File: src/verilog/vsw_map.svh
`ifndef VSW_MAP_SVH
`define VSW_MAP_SVH
// register byte indices as printed; byte address is four times the index
`define VSW_IDX_VOFS_LO   8'h35
`define VSW_IDX_VOFS_HI   8'h36
`define VSW_IDX_HOFS_LO   8'h37
`define VSW_IDX_HOFS_HI   8'h38
`define VSW_IDX_VLEN_LO   8'h39
`define VSW_IDX_VLEN_HI   8'h40
`define VSW_IDX_HLEN_LO   8'h41
`define VSW_IDX_HLEN_HI   8'h42
`define VSW_IDX_CLMP_BEG  8'h43
`define VSW_IDX_CLMP_END  8'h44
`define VSW_IDX_GAIN_BEG  8'h45
`define VSW_IDX_GAIN_END  8'h46
`define VSW_IDX_CTRL      8'h47
`define VSW_IDX_STATUS    8'h48
// control field positions
`define VSW_CTRL_HPOL     0
`define VSW_CTRL_VPOL     1
`define VSW_CTRL_CPOL     2
`define VSW_CTRL_GPOL     3
`define VSW_CTRL_SEQ      4
`define VSW_CTRL_EN       5
// reset values
`define VSW_CTRL_RST      8'h00
`define VSW_BYTE_RST      8'h00
`endif

File: src/verilog/vsw_pkg.sv
package vsw_pkg;
    typedef logic [1:0] vsw_resp_t;
    typedef enum logic [1:0] {
        VSW_IDLE = 2'b00,
        VSW_RESP = 2'b01
    } vsw_bus_e;
endpackage

File: src/verilog/vsw_sync_if.sv
`timescale 1ns/100ps
`default_nettype none
interface vsw_sync_if;
    logic line_start;
    logic frame_start;
    modport src (output line_start, output frame_start);
    modport dst (input line_start, input frame_start);
endinterface
`default_nettype wire

File: src/verilog/vsw_sync_edge.sv
`timescale 1ns/100ps
`default_nettype none
module vsw_sync_edge (
    // clock and reset
    input  wire logic aclk,
    input  wire logic aresetn,
    // pins and polarity
    input  wire logic line_sync_pin,
    input  wire logic frame_sync_pin,
    input  wire logic hpol,
    input  wire logic vpol,
    // line and frame start pulses
    vsw_sync_if.src   sy
);
    logic [1:0] h_meta_r;
    logic [1:0] v_meta_r;
    logic       h_prev_r;
    logic       v_prev_r;
    logic [2:0] arm_r;
    wire        armed = arm_r[2];
    wire        h_now = h_meta_r[1];
    wire        v_now = v_meta_r[1];
    // start edge: rising when active low, falling when active high
    // masked until the history has settled, so reset makes no false edge
    assign sy.line_start  = armed & (hpol ? (h_prev_r & ~h_now)
                                          : (~h_prev_r & h_now)); // [RL12]
    assign sy.frame_start = armed & (vpol ? (v_prev_r & ~v_now)
                                          : (~v_prev_r & v_now)); // [RL13]
    // two-stage synchronisers then edge history
    always_ff @(posedge aclk) begin
        if (!aresetn) begin
            h_meta_r <= 2'h0;
            v_meta_r <= 2'h0;
            h_prev_r <= 1'b0;
            v_prev_r <= 1'b0;
            arm_r    <= 3'h0;
        end else begin
            arm_r    <= {arm_r[1:0], 1'b1};
            h_meta_r <= {h_meta_r[0], line_sync_pin};
            v_meta_r <= {v_meta_r[0], frame_sync_pin};
            h_prev_r <= h_now;
            v_prev_r <= v_now;
        end
    end
endmodule // vsw_sync_edge
`default_nettype wire

File: src/verilog/vsw_top.sv
`timescale 1ns/100ps
`default_nettype none
`include "vsw_map.svh"
//////////////////////////////////////////////////////////////////////////////
// Contract
// RL1 - control bit 3 makes the gain pulse active low at 0, high at 1.
// RL2 - sequence bit picks ADC 0 or ADC 1 as first sample after line sync.
// RL3 - enable bit cleared stops all sampling, set allows it.
// RL4 - window starts an 11-bit line offset after frame sync.
// RL5 - window starts a 12-bit sample offset after line sync.
// RL6 - window height is an 11-bit line count.
// RL7 - window width is a 12-bit sample count.
// RL8 - clamp pulse begins an 8-bit count after the line sync edge.
// RL9 - clamp pulse ends an 8-bit count after the line sync edge.
// RL10 - gain pulse begins an 8-bit delay after the line sync edge.
// RL11 - gain pulse ends at its own 8-bit delay after the line sync edge.
// RL12 - line sync polarity 0 starts lines at rising edge, 1 at falling.
// RL13 - frame sync polarity 0 starts frames at rising edge, 1 at falling.
// RL14 - control bit 2 sets the clamp pulse polarity.
// RL15 - horizontal counts in clocks, vertical in lines, reset at sync.
// RL16 - samples pass only inside both window ranges while enabled.
module vsw_top #(
    parameter int DW = 8
) (
    // clock and reset
    input  wire logic                 aclk,
    input  wire logic                 aresetn,
    // axi4-lite write
    input  wire logic [11:0]          s_axi_awaddr,
    input  wire logic                 s_axi_awvalid,
    output logic                      s_axi_awready,
    input  wire logic [31:0]          s_axi_wdata,
    input  wire logic [3:0]           s_axi_wstrb,
    input  wire logic                 s_axi_wvalid,
    output logic                      s_axi_wready,
    output vsw_pkg::vsw_resp_t        s_axi_bresp,
    output logic                      s_axi_bvalid,
    input  wire logic                 s_axi_bready,
    // axi4-lite read
    input  wire logic [11:0]          s_axi_araddr,
    input  wire logic                 s_axi_arvalid,
    output logic                      s_axi_arready,
    output logic [31:0]               s_axi_rdata,
    output vsw_pkg::vsw_resp_t        s_axi_rresp,
    output logic                      s_axi_rvalid,
    input  wire logic                 s_axi_rready,
    // video pins
    input  wire logic                 line_sync_pin,
    input  wire logic                 frame_sync_pin,
    input  wire logic [3*DW-1:0]      adc0_data,
    input  wire logic [3*DW-1:0]      adc1_data,
    // converter pulses
    output logic                      clamp_pulse,
    output logic                      gain_correction_pulse,
    // sampled stream
    output logic [3*DW-1:0]           pix_data,
    output logic                      pix_valid,
    output logic                      pix_from_adc1
);
    import vsw_pkg::*;

    //////////////////////////////////////////////////////////////////////////
    // decode helpers
    function automatic logic [7:0] vsw_idx(input logic [11:0] a);
        vsw_idx = a[9:2];
    endfunction

    function automatic logic vsw_known(input logic [7:0] i);
        vsw_known = (i >= `VSW_IDX_VOFS_LO) && (i <= `VSW_IDX_STATUS);
    endfunction

    //////////////////////////////////////////////////////////////////////////
    // registers
    logic [7:0]  vofs_lo_r, vofs_hi_r, hofs_lo_r, hofs_hi_r;
    logic [7:0]  vlen_lo_r, vlen_hi_r, hlen_lo_r, hlen_hi_r;
    logic [7:0]  clmp_beg_r, clmp_end_r, gain_beg_r, gain_end_r;
    logic [7:0]  ctrl_r;
    logic [11:0] awaddr_r;
    logic [7:0]  wbyte_r;
    logic        aw_got_r, w_got_r;
    logic [11:0] araddr_r;
    vsw_bus_e    wst_r, rst_r;

    // merged fields
    wire [10:0] vofs = {vofs_hi_r[2:0], vofs_lo_r}; // [RL4]
    wire [11:0] hofs = {hofs_hi_r[3:0], hofs_lo_r}; // [RL5]
    wire [10:0] vlen = {vlen_hi_r[2:0], vlen_lo_r}; // [RL6]
    wire [11:0] hlen = {hlen_hi_r[3:0], hlen_lo_r}; // [RL7]
    wire hpol = ctrl_r[`VSW_CTRL_HPOL];
    wire vpol = ctrl_r[`VSW_CTRL_VPOL];
    wire cpol = ctrl_r[`VSW_CTRL_CPOL];
    wire gpol = ctrl_r[`VSW_CTRL_GPOL];
    wire seq  = ctrl_r[`VSW_CTRL_SEQ];
    wire en   = ctrl_r[`VSW_CTRL_EN];

    //////////////////////////////////////////////////////////////////////////
    // sync edges
    vsw_sync_if sy ();

    vsw_sync_edge u_edge (
        .aclk           (aclk),
        .aresetn        (aresetn),
        .line_sync_pin  (line_sync_pin),
        .frame_sync_pin (frame_sync_pin),
        .hpol           (hpol),
        .vpol           (vpol),
        .sy             (sy)
    );

    //////////////////////////////////////////////////////////////////////////
    // write channel
    wire       w_fire  = aw_got_r & w_got_r & (wst_r == VSW_IDLE);
    wire [7:0] w_idx   = vsw_idx(awaddr_r);
    wire       w_ok    = vsw_known(w_idx) && (w_idx != `VSW_IDX_STATUS);
    // next handshake state, so the ready outputs come from flops
    wire       aw_hs      = s_axi_awvalid & s_axi_awready;
    wire       w_hs       = s_axi_wvalid & s_axi_wready;
    wire       b_done     = s_axi_bvalid & s_axi_bready;
    wire       aw_got_nxt = ~w_fire & (aw_got_r | aw_hs);
    wire       w_got_nxt  = ~w_fire & (w_got_r | w_hs);
    wire       w_idle_nxt = w_fire ? 1'b0 : (b_done | (wst_r == VSW_IDLE));

    // address and data taken in either order, response after both
    always_ff @(posedge aclk) begin
        if (!aresetn) begin
            aw_got_r <= 1'b0;
            w_got_r  <= 1'b0;
            awaddr_r <= 12'h000;
            wbyte_r  <= 8'h00;
            wst_r    <= VSW_IDLE;
            s_axi_bvalid <= 1'b0;
            s_axi_bresp  <= 2'h0;
            s_axi_awready <= 1'b0;
            s_axi_wready  <= 1'b0;
        end else begin
            s_axi_awready <= ~aw_got_nxt & w_idle_nxt;
            s_axi_wready  <= ~w_got_nxt & w_idle_nxt;
            if (s_axi_awvalid && s_axi_awready) begin
                aw_got_r <= 1'b1;
                awaddr_r <= s_axi_awaddr;
            end
            if (s_axi_wvalid && s_axi_wready) begin
                w_got_r <= 1'b1;
                wbyte_r <= s_axi_wstrb[0] ? s_axi_wdata[7:0] : 8'h00;
            end
            if (w_fire) begin
                aw_got_r     <= 1'b0;
                w_got_r      <= 1'b0;
                wst_r        <= VSW_RESP;
                s_axi_bvalid <= 1'b1;
                s_axi_bresp  <= w_ok ? 2'h0 : 2'h2;
            end else if (s_axi_bvalid && s_axi_bready) begin
                s_axi_bvalid <= 1'b0;
                wst_r        <= VSW_IDLE;
            end
        end
    end


    // register store, low byte lane only
    wire       w_st = w_fire & w_ok;
    always_ff @(posedge aclk) begin
        if (!aresetn) begin
            vofs_lo_r <= `VSW_BYTE_RST; vofs_hi_r <= `VSW_BYTE_RST;
            hofs_lo_r <= `VSW_BYTE_RST; hofs_hi_r <= `VSW_BYTE_RST;
            vlen_lo_r <= `VSW_BYTE_RST; vlen_hi_r <= `VSW_BYTE_RST;
            hlen_lo_r <= `VSW_BYTE_RST; hlen_hi_r <= `VSW_BYTE_RST;
            clmp_beg_r <= `VSW_BYTE_RST; clmp_end_r <= `VSW_BYTE_RST;
            gain_beg_r <= `VSW_BYTE_RST; gain_end_r <= `VSW_BYTE_RST;
            ctrl_r <= `VSW_CTRL_RST;
        end else if (w_st) begin
            case (w_idx)
                `VSW_IDX_VOFS_LO:  vofs_lo_r  <= wbyte_r;
                `VSW_IDX_VOFS_HI:  vofs_hi_r  <= wbyte_r;
                `VSW_IDX_HOFS_LO:  hofs_lo_r  <= wbyte_r;
                `VSW_IDX_HOFS_HI:  hofs_hi_r  <= wbyte_r;
                `VSW_IDX_VLEN_LO:  vlen_lo_r  <= wbyte_r;
                `VSW_IDX_VLEN_HI:  vlen_hi_r  <= wbyte_r;
                `VSW_IDX_HLEN_LO:  hlen_lo_r  <= wbyte_r;
                `VSW_IDX_HLEN_HI:  hlen_hi_r  <= wbyte_r;
                `VSW_IDX_CLMP_BEG: clmp_beg_r <= wbyte_r; // [RL8]
                `VSW_IDX_CLMP_END: clmp_end_r <= wbyte_r; // [RL9]
                `VSW_IDX_GAIN_BEG: gain_beg_r <= wbyte_r; // [RL10]
                `VSW_IDX_GAIN_END: gain_end_r <= wbyte_r; // [RL11]
                `VSW_IDX_CTRL:     ctrl_r     <= wbyte_r;
                default:           ctrl_r     <= ctrl_r;
            endcase
        end
    end

    //////////////////////////////////////////////////////////////////////////
    // read channel
    logic [10:0] vcnt_r;
    logic [11:0] hcnt_r;
    logic        frame_seen_r;
    wire [7:0]  r_idx  = vsw_idx(araddr_r);
    wire        r_ctrl = (r_idx == `VSW_IDX_CTRL);
    wire        r_stat = (r_idx == `VSW_IDX_STATUS);
    wire        r_ok   = vsw_known(r_idx);
    wire [31:0] r_word = r_ctrl ? {24'h000000, ctrl_r} :
                         r_stat ? {4'h0, hcnt_r, 4'h0, vcnt_r,
                                   frame_seen_r} : 32'h00000000;
    // read acceptance for the next cycle, registered into arready
    wire        ar_hs      = s_axi_arvalid & s_axi_arready;
    wire        r_idle_nxt = (rst_r == VSW_IDLE) ? ~ar_hs
                                                 : (s_axi_rvalid & s_axi_rready);

    // write-only bytes read zero; indices outside 0x35 to 0x48 answer slverr
    always_ff @(posedge aclk) begin
        if (!aresetn) begin
            araddr_r     <= 12'h000;
            rst_r        <= VSW_IDLE;
            s_axi_rvalid <= 1'b0;
            s_axi_rdata  <= 32'h00000000;
            s_axi_rresp  <= 2'h0;
            s_axi_arready <= 1'b0;
        end else begin
            s_axi_arready <= r_idle_nxt;
            if (rst_r == VSW_IDLE) begin
                if (ar_hs) begin
                    araddr_r <= s_axi_araddr;
                    rst_r    <= VSW_RESP;
                end
            end else if (!s_axi_rvalid) begin
                s_axi_rvalid <= 1'b1;
                s_axi_rdata  <= r_word;
                s_axi_rresp  <= r_ok ? 2'h0 : 2'h2;
            end else if (s_axi_rready) begin
                s_axi_rvalid <= 1'b0;
                rst_r        <= VSW_IDLE;
            end
        end
    end

    //////////////////////////////////////////////////////////////////////////
    // line and frame counters
    always_ff @(posedge aclk) begin
        if (!aresetn) begin
            hcnt_r       <= 12'h000;
            vcnt_r       <= 11'h000;
            frame_seen_r <= 1'b0;
        end else begin
            if (sy.line_start)
                hcnt_r <= 12'h000; // [RL15]
            else if (hcnt_r != 12'hfff)
                hcnt_r <= hcnt_r + 12'h001;
            if (sy.frame_start) begin
                vcnt_r       <= 11'h000; // [RL15]
                frame_seen_r <= 1'b1;
            end else if (sy.line_start && vcnt_r != 11'h7ff)
                vcnt_r <= vcnt_r + 11'h001;
        end
    end

    //////////////////////////////////////////////////////////////////////////
    // window and pulse decode
    wire [12:0] h_end = {1'b0, hofs} + {1'b0, hlen};
    wire [11:0] v_end = {1'b0, vofs} + {1'b0, vlen};
    wire in_h = ({1'b0, hcnt_r} >= {1'b0, hofs}) &&
                ({1'b0, hcnt_r} < h_end);
    wire in_v = ({1'b0, vcnt_r} >= {1'b0, vofs}) &&
                ({1'b0, vcnt_r} < v_end);
    wire take = en & in_h & in_v; // [RL3] [RL16]
    wire h_hi = (hcnt_r[11:8] != 4'h0);
    wire clmp_on = ~h_hi && (hcnt_r[7:0] >= clmp_beg_r) &&
                   (hcnt_r[7:0] < clmp_end_r);
    wire gain_on = ~h_hi && (hcnt_r[7:0] >= gain_beg_r) &&
                   (hcnt_r[7:0] < gain_end_r);
    // alternate converters, first pick by sequence bit
    wire odd  = hcnt_r[0] ^ hofs[0];
    wire pick = seq ^ odd; // [RL2]

    // registered outputs
    always_ff @(posedge aclk) begin
        if (!aresetn) begin
            clamp_pulse           <= 1'b0;
            gain_correction_pulse <= 1'b0;
            pix_valid             <= 1'b0;
            pix_data              <= '0;
            pix_from_adc1         <= 1'b0;
        end else begin
            clamp_pulse           <= clmp_on ~^ cpol; // [RL14]
            gain_correction_pulse <= gain_on ~^ gpol; // [RL1]
            pix_valid             <= take;
            pix_from_adc1         <= take & pick;
            if (take)
                pix_data <= pick ? adc1_data : adc0_data;
        end
    end

endmodule // vsw_top
`default_nettype wire

File: config.mk
export PLATFORM = sky130hd
export DESIGN_NAME = vsw_top
export DESIGN_NICKNAME = d
export VERILOG_FILES = /design/src/verilog/vsw_pkg.sv /design/src/verilog/vsw_sync_if.sv /design/src/verilog/vsw_sync_edge.sv /design/src/verilog/vsw_top.sv
export VERILOG_INCLUDE_DIRS = /design/src /design/src/verilog
export SDC_FILE = /design/constraint.sdc
export NUM_CORES = 1
export LEC_CHECK = 0
export ABC_CLOCK_PERIOD_IN_PS = 9700
export BUFFER_PORTS_ARGS = -buffer_cell sky130_fd_sc_hd__buf_2
export CAP_MARGIN = 20
export CORE_ASPECT_RATIO = 0.6
export CORE_MARGIN = 3
export CORE_UTILIZATION = 30
export CTS_CLUSTER_DIAMETER = 50
export DETAILED_ROUTE_END_ITERATION = 6
export GPL_TIMING_DRIVEN = 1
export PLACE_DENSITY_LB_ADDON = 0.2
export REMOVE_ABC_BUFFERS = 1
export SLEW_MARGIN = 20
export SYNTH_ARGS = -nofsm -noshare
export SYNTH_HDL_FRONTEND = slang
export SYNTH_HIERARCHICAL = 1
export SYNTH_SLANG_ARGS = --single-unit
File: constraint.sdc
create_clock -name aclk -period 9.7 [get_ports aclk]
set_input_delay 2.425 -clock aclk [delete_from_list [all_inputs] [get_ports aclk]]
set_output_delay 2.425 -clock aclk [all_outputs]
set_load 0.005 [all_outputs]
==> reports/metrics.yaml <==
clock_tree:
  cts.path.max_buffers: 3
  clk_latency_ps: 540
  clk_pin_slew_worst_paths_ps: 60
  postCtsHoldBufs: 0
  cts_tree: "yes"
  clkSinkCount: 205
  htreeDepth: 1
  cts_made_buffers: 23
  post_cts_buffers: 0
  cts_root_buf: "clkbuf_16"
  cts_resized: 0
setup_path:
  path_buf_inv: 2
  crit_chain: "ha_1 > inv_1 > fa_1 > nor2b_1 > o21ai_0 > a21oi_1 > o21ai_0 > a21oi_1 > xnor2_1 > ha_1 > and2_1 > a221oi_1 > o21ai_1 > a31oi_1 > a211oi_1 > nor4_4 > buf_4 > mux2i_1"
  r2r_cells: 18
  end_kind: "flip-flop"
  path_class: "flip-flop to flip-flop"
  cp-startpoint: "vofs_lo_r[0]"
  cpPeakStageDelay_ps: 430
  cp_num_cells: 18
  reg2reg_from: "vofs_lo_r[0]"
  required_ps: 10170
  reg2reg_slack_ps: 5350
  worstPathArrival_ps: 4820
  critPathTopFamily: "compound AO/OA/AOI/OAI gates"
  critPathMaxFanout: 26
  startpoint_type: "flip-flop"
  slowest_stage: "buf_4"
  rr_endpoint: "pix_data[19]"
timing:
  fin_worst_skew_ps: 14.2
  fin_ws_ps: 5350
  setup_tns_ps: 0
  fmax_mhz: 230
  final.period_utilization_pct: 44.8
  relSlewSlack_pct: 42.2
  tightestPinTransition_ps: 866
  timing.final.crit_period_ps: 4350
  setup_viol: 0
  rsz0062_at_grt: "no"
  hold_violations: 0
  maxSlewViolCount: 0
  fin_hold_ws_ps: 431
synth:
  synth_top_family_by_area: "simple AND/OR/NAND/NOR gates"
  synth_edf_count: 0
  synthArstFlopShare_pct: 0
  synth_fa_ha_area_share_pct: 11.5
  synth.mux.area_fraction_pct: 6.74
  synth_area_um2: 11100
  synth.distinct_cells: 68
  synth_top_flop_cell: "dfxtp_1"
  ys_ff_latch: 205
  synth_xor_area_share_pct: 2.44
  synth_compound_area_share_pct: 13.7
  synthSimpleGateAreaFrac_pct: 23.5
  ys_warn_count: 6
  syn_area_per_cell_um2: 8.42
  synth_cells: 1323
  ys_seq_area_share_pct: 36.8
pwr:
  peakVddDrop_mv: 0.0919
  p_per_area_nw_per_um2: 149
  p_leak_nw: 5.38
layout:
  layout_commonest_cell: "nand2_1"
  drive_gt1_share_pct: 14.1
  design_area_um2: 13000
  fillers: 3745
  nNetsFinal: 1652
  area_delta_synth_final_pct: 16.7
  mostFrequentLayoutCells: "298 x nand2_1, 205 x dfxtp_1, 139 x buf_2"
  fin_util_pct: 36.3
hold_path:
  hp-start: "u_edge/v_meta_r[0]"
  min_path_type: "flip-flop to flip-flop"
  holdPathEnd: "u_edge/v_meta_r[1]"
  hold_depth: 1
detailed_routing:
  viasPerCell: 4.73
  num_vias: 9066
  ant_nets: 0
  firstDrtPassIters: 5
  drtIter0Drc: 432
  drc: 0
  drt-wirelength-per-cell_um: 15.9
  wl_um: 30400
place:
  hpwlAfterDp_um: 22200
  place_ws_ps: 5240
  place_congestion: 0.794
  postPlaceCellArea_um2: 12200
  portBuffers: 140
die:
  die_x_um: 255
  rows: 53
  initial_core_util_pct: 31.1
  die-area_um2: 39600
  num_io_pins: 186
  core_area_um2: 35800
  die_h_um: 155
global_routing:
  first_global_vias: 8722
  grt.overflow.total: 0
  grt_max_degree: 84
  grt_pass1_wl_um: 48000
  antenna_found_initial: 0
  track_usage_pct: 15.2
flow_run:
  max_cap_viol_count: 0
status:
  status: "finished clean"
## final cells by class
class	instances	area (um2)	share of cell area [%]
clock buffers	28	614	4.72
repair buffers	145	741	5.70
well taps	467	584	4.49
diodes	1	2.50	0.0192
inverters	66	248	1.90
clock inverters	12	186	1.43
flip-flops and latches	205	4100	31.6
multi-input cells	993	6530	50.2
## per-stage QoR
step	std cells	total power, W
after global placement	1876	0.00102
after detailed placement	1876	0.00103
after global routing	1916	0.00202
after CTS	1916	0.00198
after floorplan	1264	0.000960
final	1917	0.00194
## report_power, final
part | total (W) | internal (W) | switching (W)
logic | 0.000129 | 0.0000580 | 0.0000708
clock network | 0.000937 | 0.000562 | 0.000375
registers | 0.000877 | 0.000856 | 0.0000203
## cells by family after synthesis
kind of cell,Yosys count
multiplexers,75
buffers and inverters,134
AO/OA/AOI/OAI,222
other,1
AND/OR/NAND/NOR,554
XOR/XNOR,31
flip-flops,205
adder cells (fa/ha/maj),101
## per-layer routing
| metal | vias to the layer above | part of all wire [%] | global-route usage (%) |
|---|---|---|---|
| met3 | 27 | 3.9 | 2.46 |
| met4 | 0 | 1.3 | 2.22 |
| met2 | 129 | 39 | 21.4 |
| li1 | 4700 | - | - |
| met1 | 4210 | 55 | 24.1 |
| met5 | - | 0 | 0 |
## synth_stat cells, types with 3 or more instances
cell / n / share of area [%]
buf_4: 10 / 0.67
o21ai_0: 34 / 1.5
nand2b_1: 19 / 1.1
a21boi_1: 10 / 0.67
clkbuf_1: 50 / 1.7
nand4b_1: 3 / 0.24
nor3b_1: 12 / 0.81
a21boi_0: 72 / 4.9
nor4_1: 5 / 0.28
nor3_1: 14 / 0.63
o21a_1: 12 / 0.81
ha_1: 99 / 11
and2_1: 16 / 0.90
or3_1: 3 / 0.17
a221oi_1: 9 / 0.71
inv_1: 65 / 2.2
nor2b_1: 54 / 3.0
mux2i_1: 75 / 6.7
o21bai_1: 4 / 0.27
or2_2: 3 / 0.17
a211oi_1: 12 / 0.81
nor2_2: 5 / 0.28
and3_1: 5 / 0.28
a21oi_1: 34 / 1.5
buf_1: 3 / 0.10
a31oi_1: 3 / 0.17
o211ai_1: 4 / 0.27
nand2_1: 298 / 10
nand4bb_1: 3 / 0.30
dfxtp_1: 205 / 37
xor2_1: 19 / 1.5
nor2_1: 50 / 1.7
a21o_1: 12 / 0.81
nand4_1: 9 / 0.51
xnor2_1: 12 / 0.94
nand3_1: 41 / 1.8
## worst max path at each step
stage,end,slack (ps)
after floorplan,pix_from_adc1,4510
after global placement,hcnt_r[10],5280
after detailed placement,hcnt_r[10],5240
after global routing,pix_data[14],4970
after CTS,pix_data[19],5340
final,pix_data[19],5350
## sequential cells by signal, indices dropped and copies added, names as in the netlist, 11 cells and up
name         cells
vcnt_r          11
hcnt_r          12
pix_data        24
s_axi_rdata     24
(Power assumes the default switching activity.)
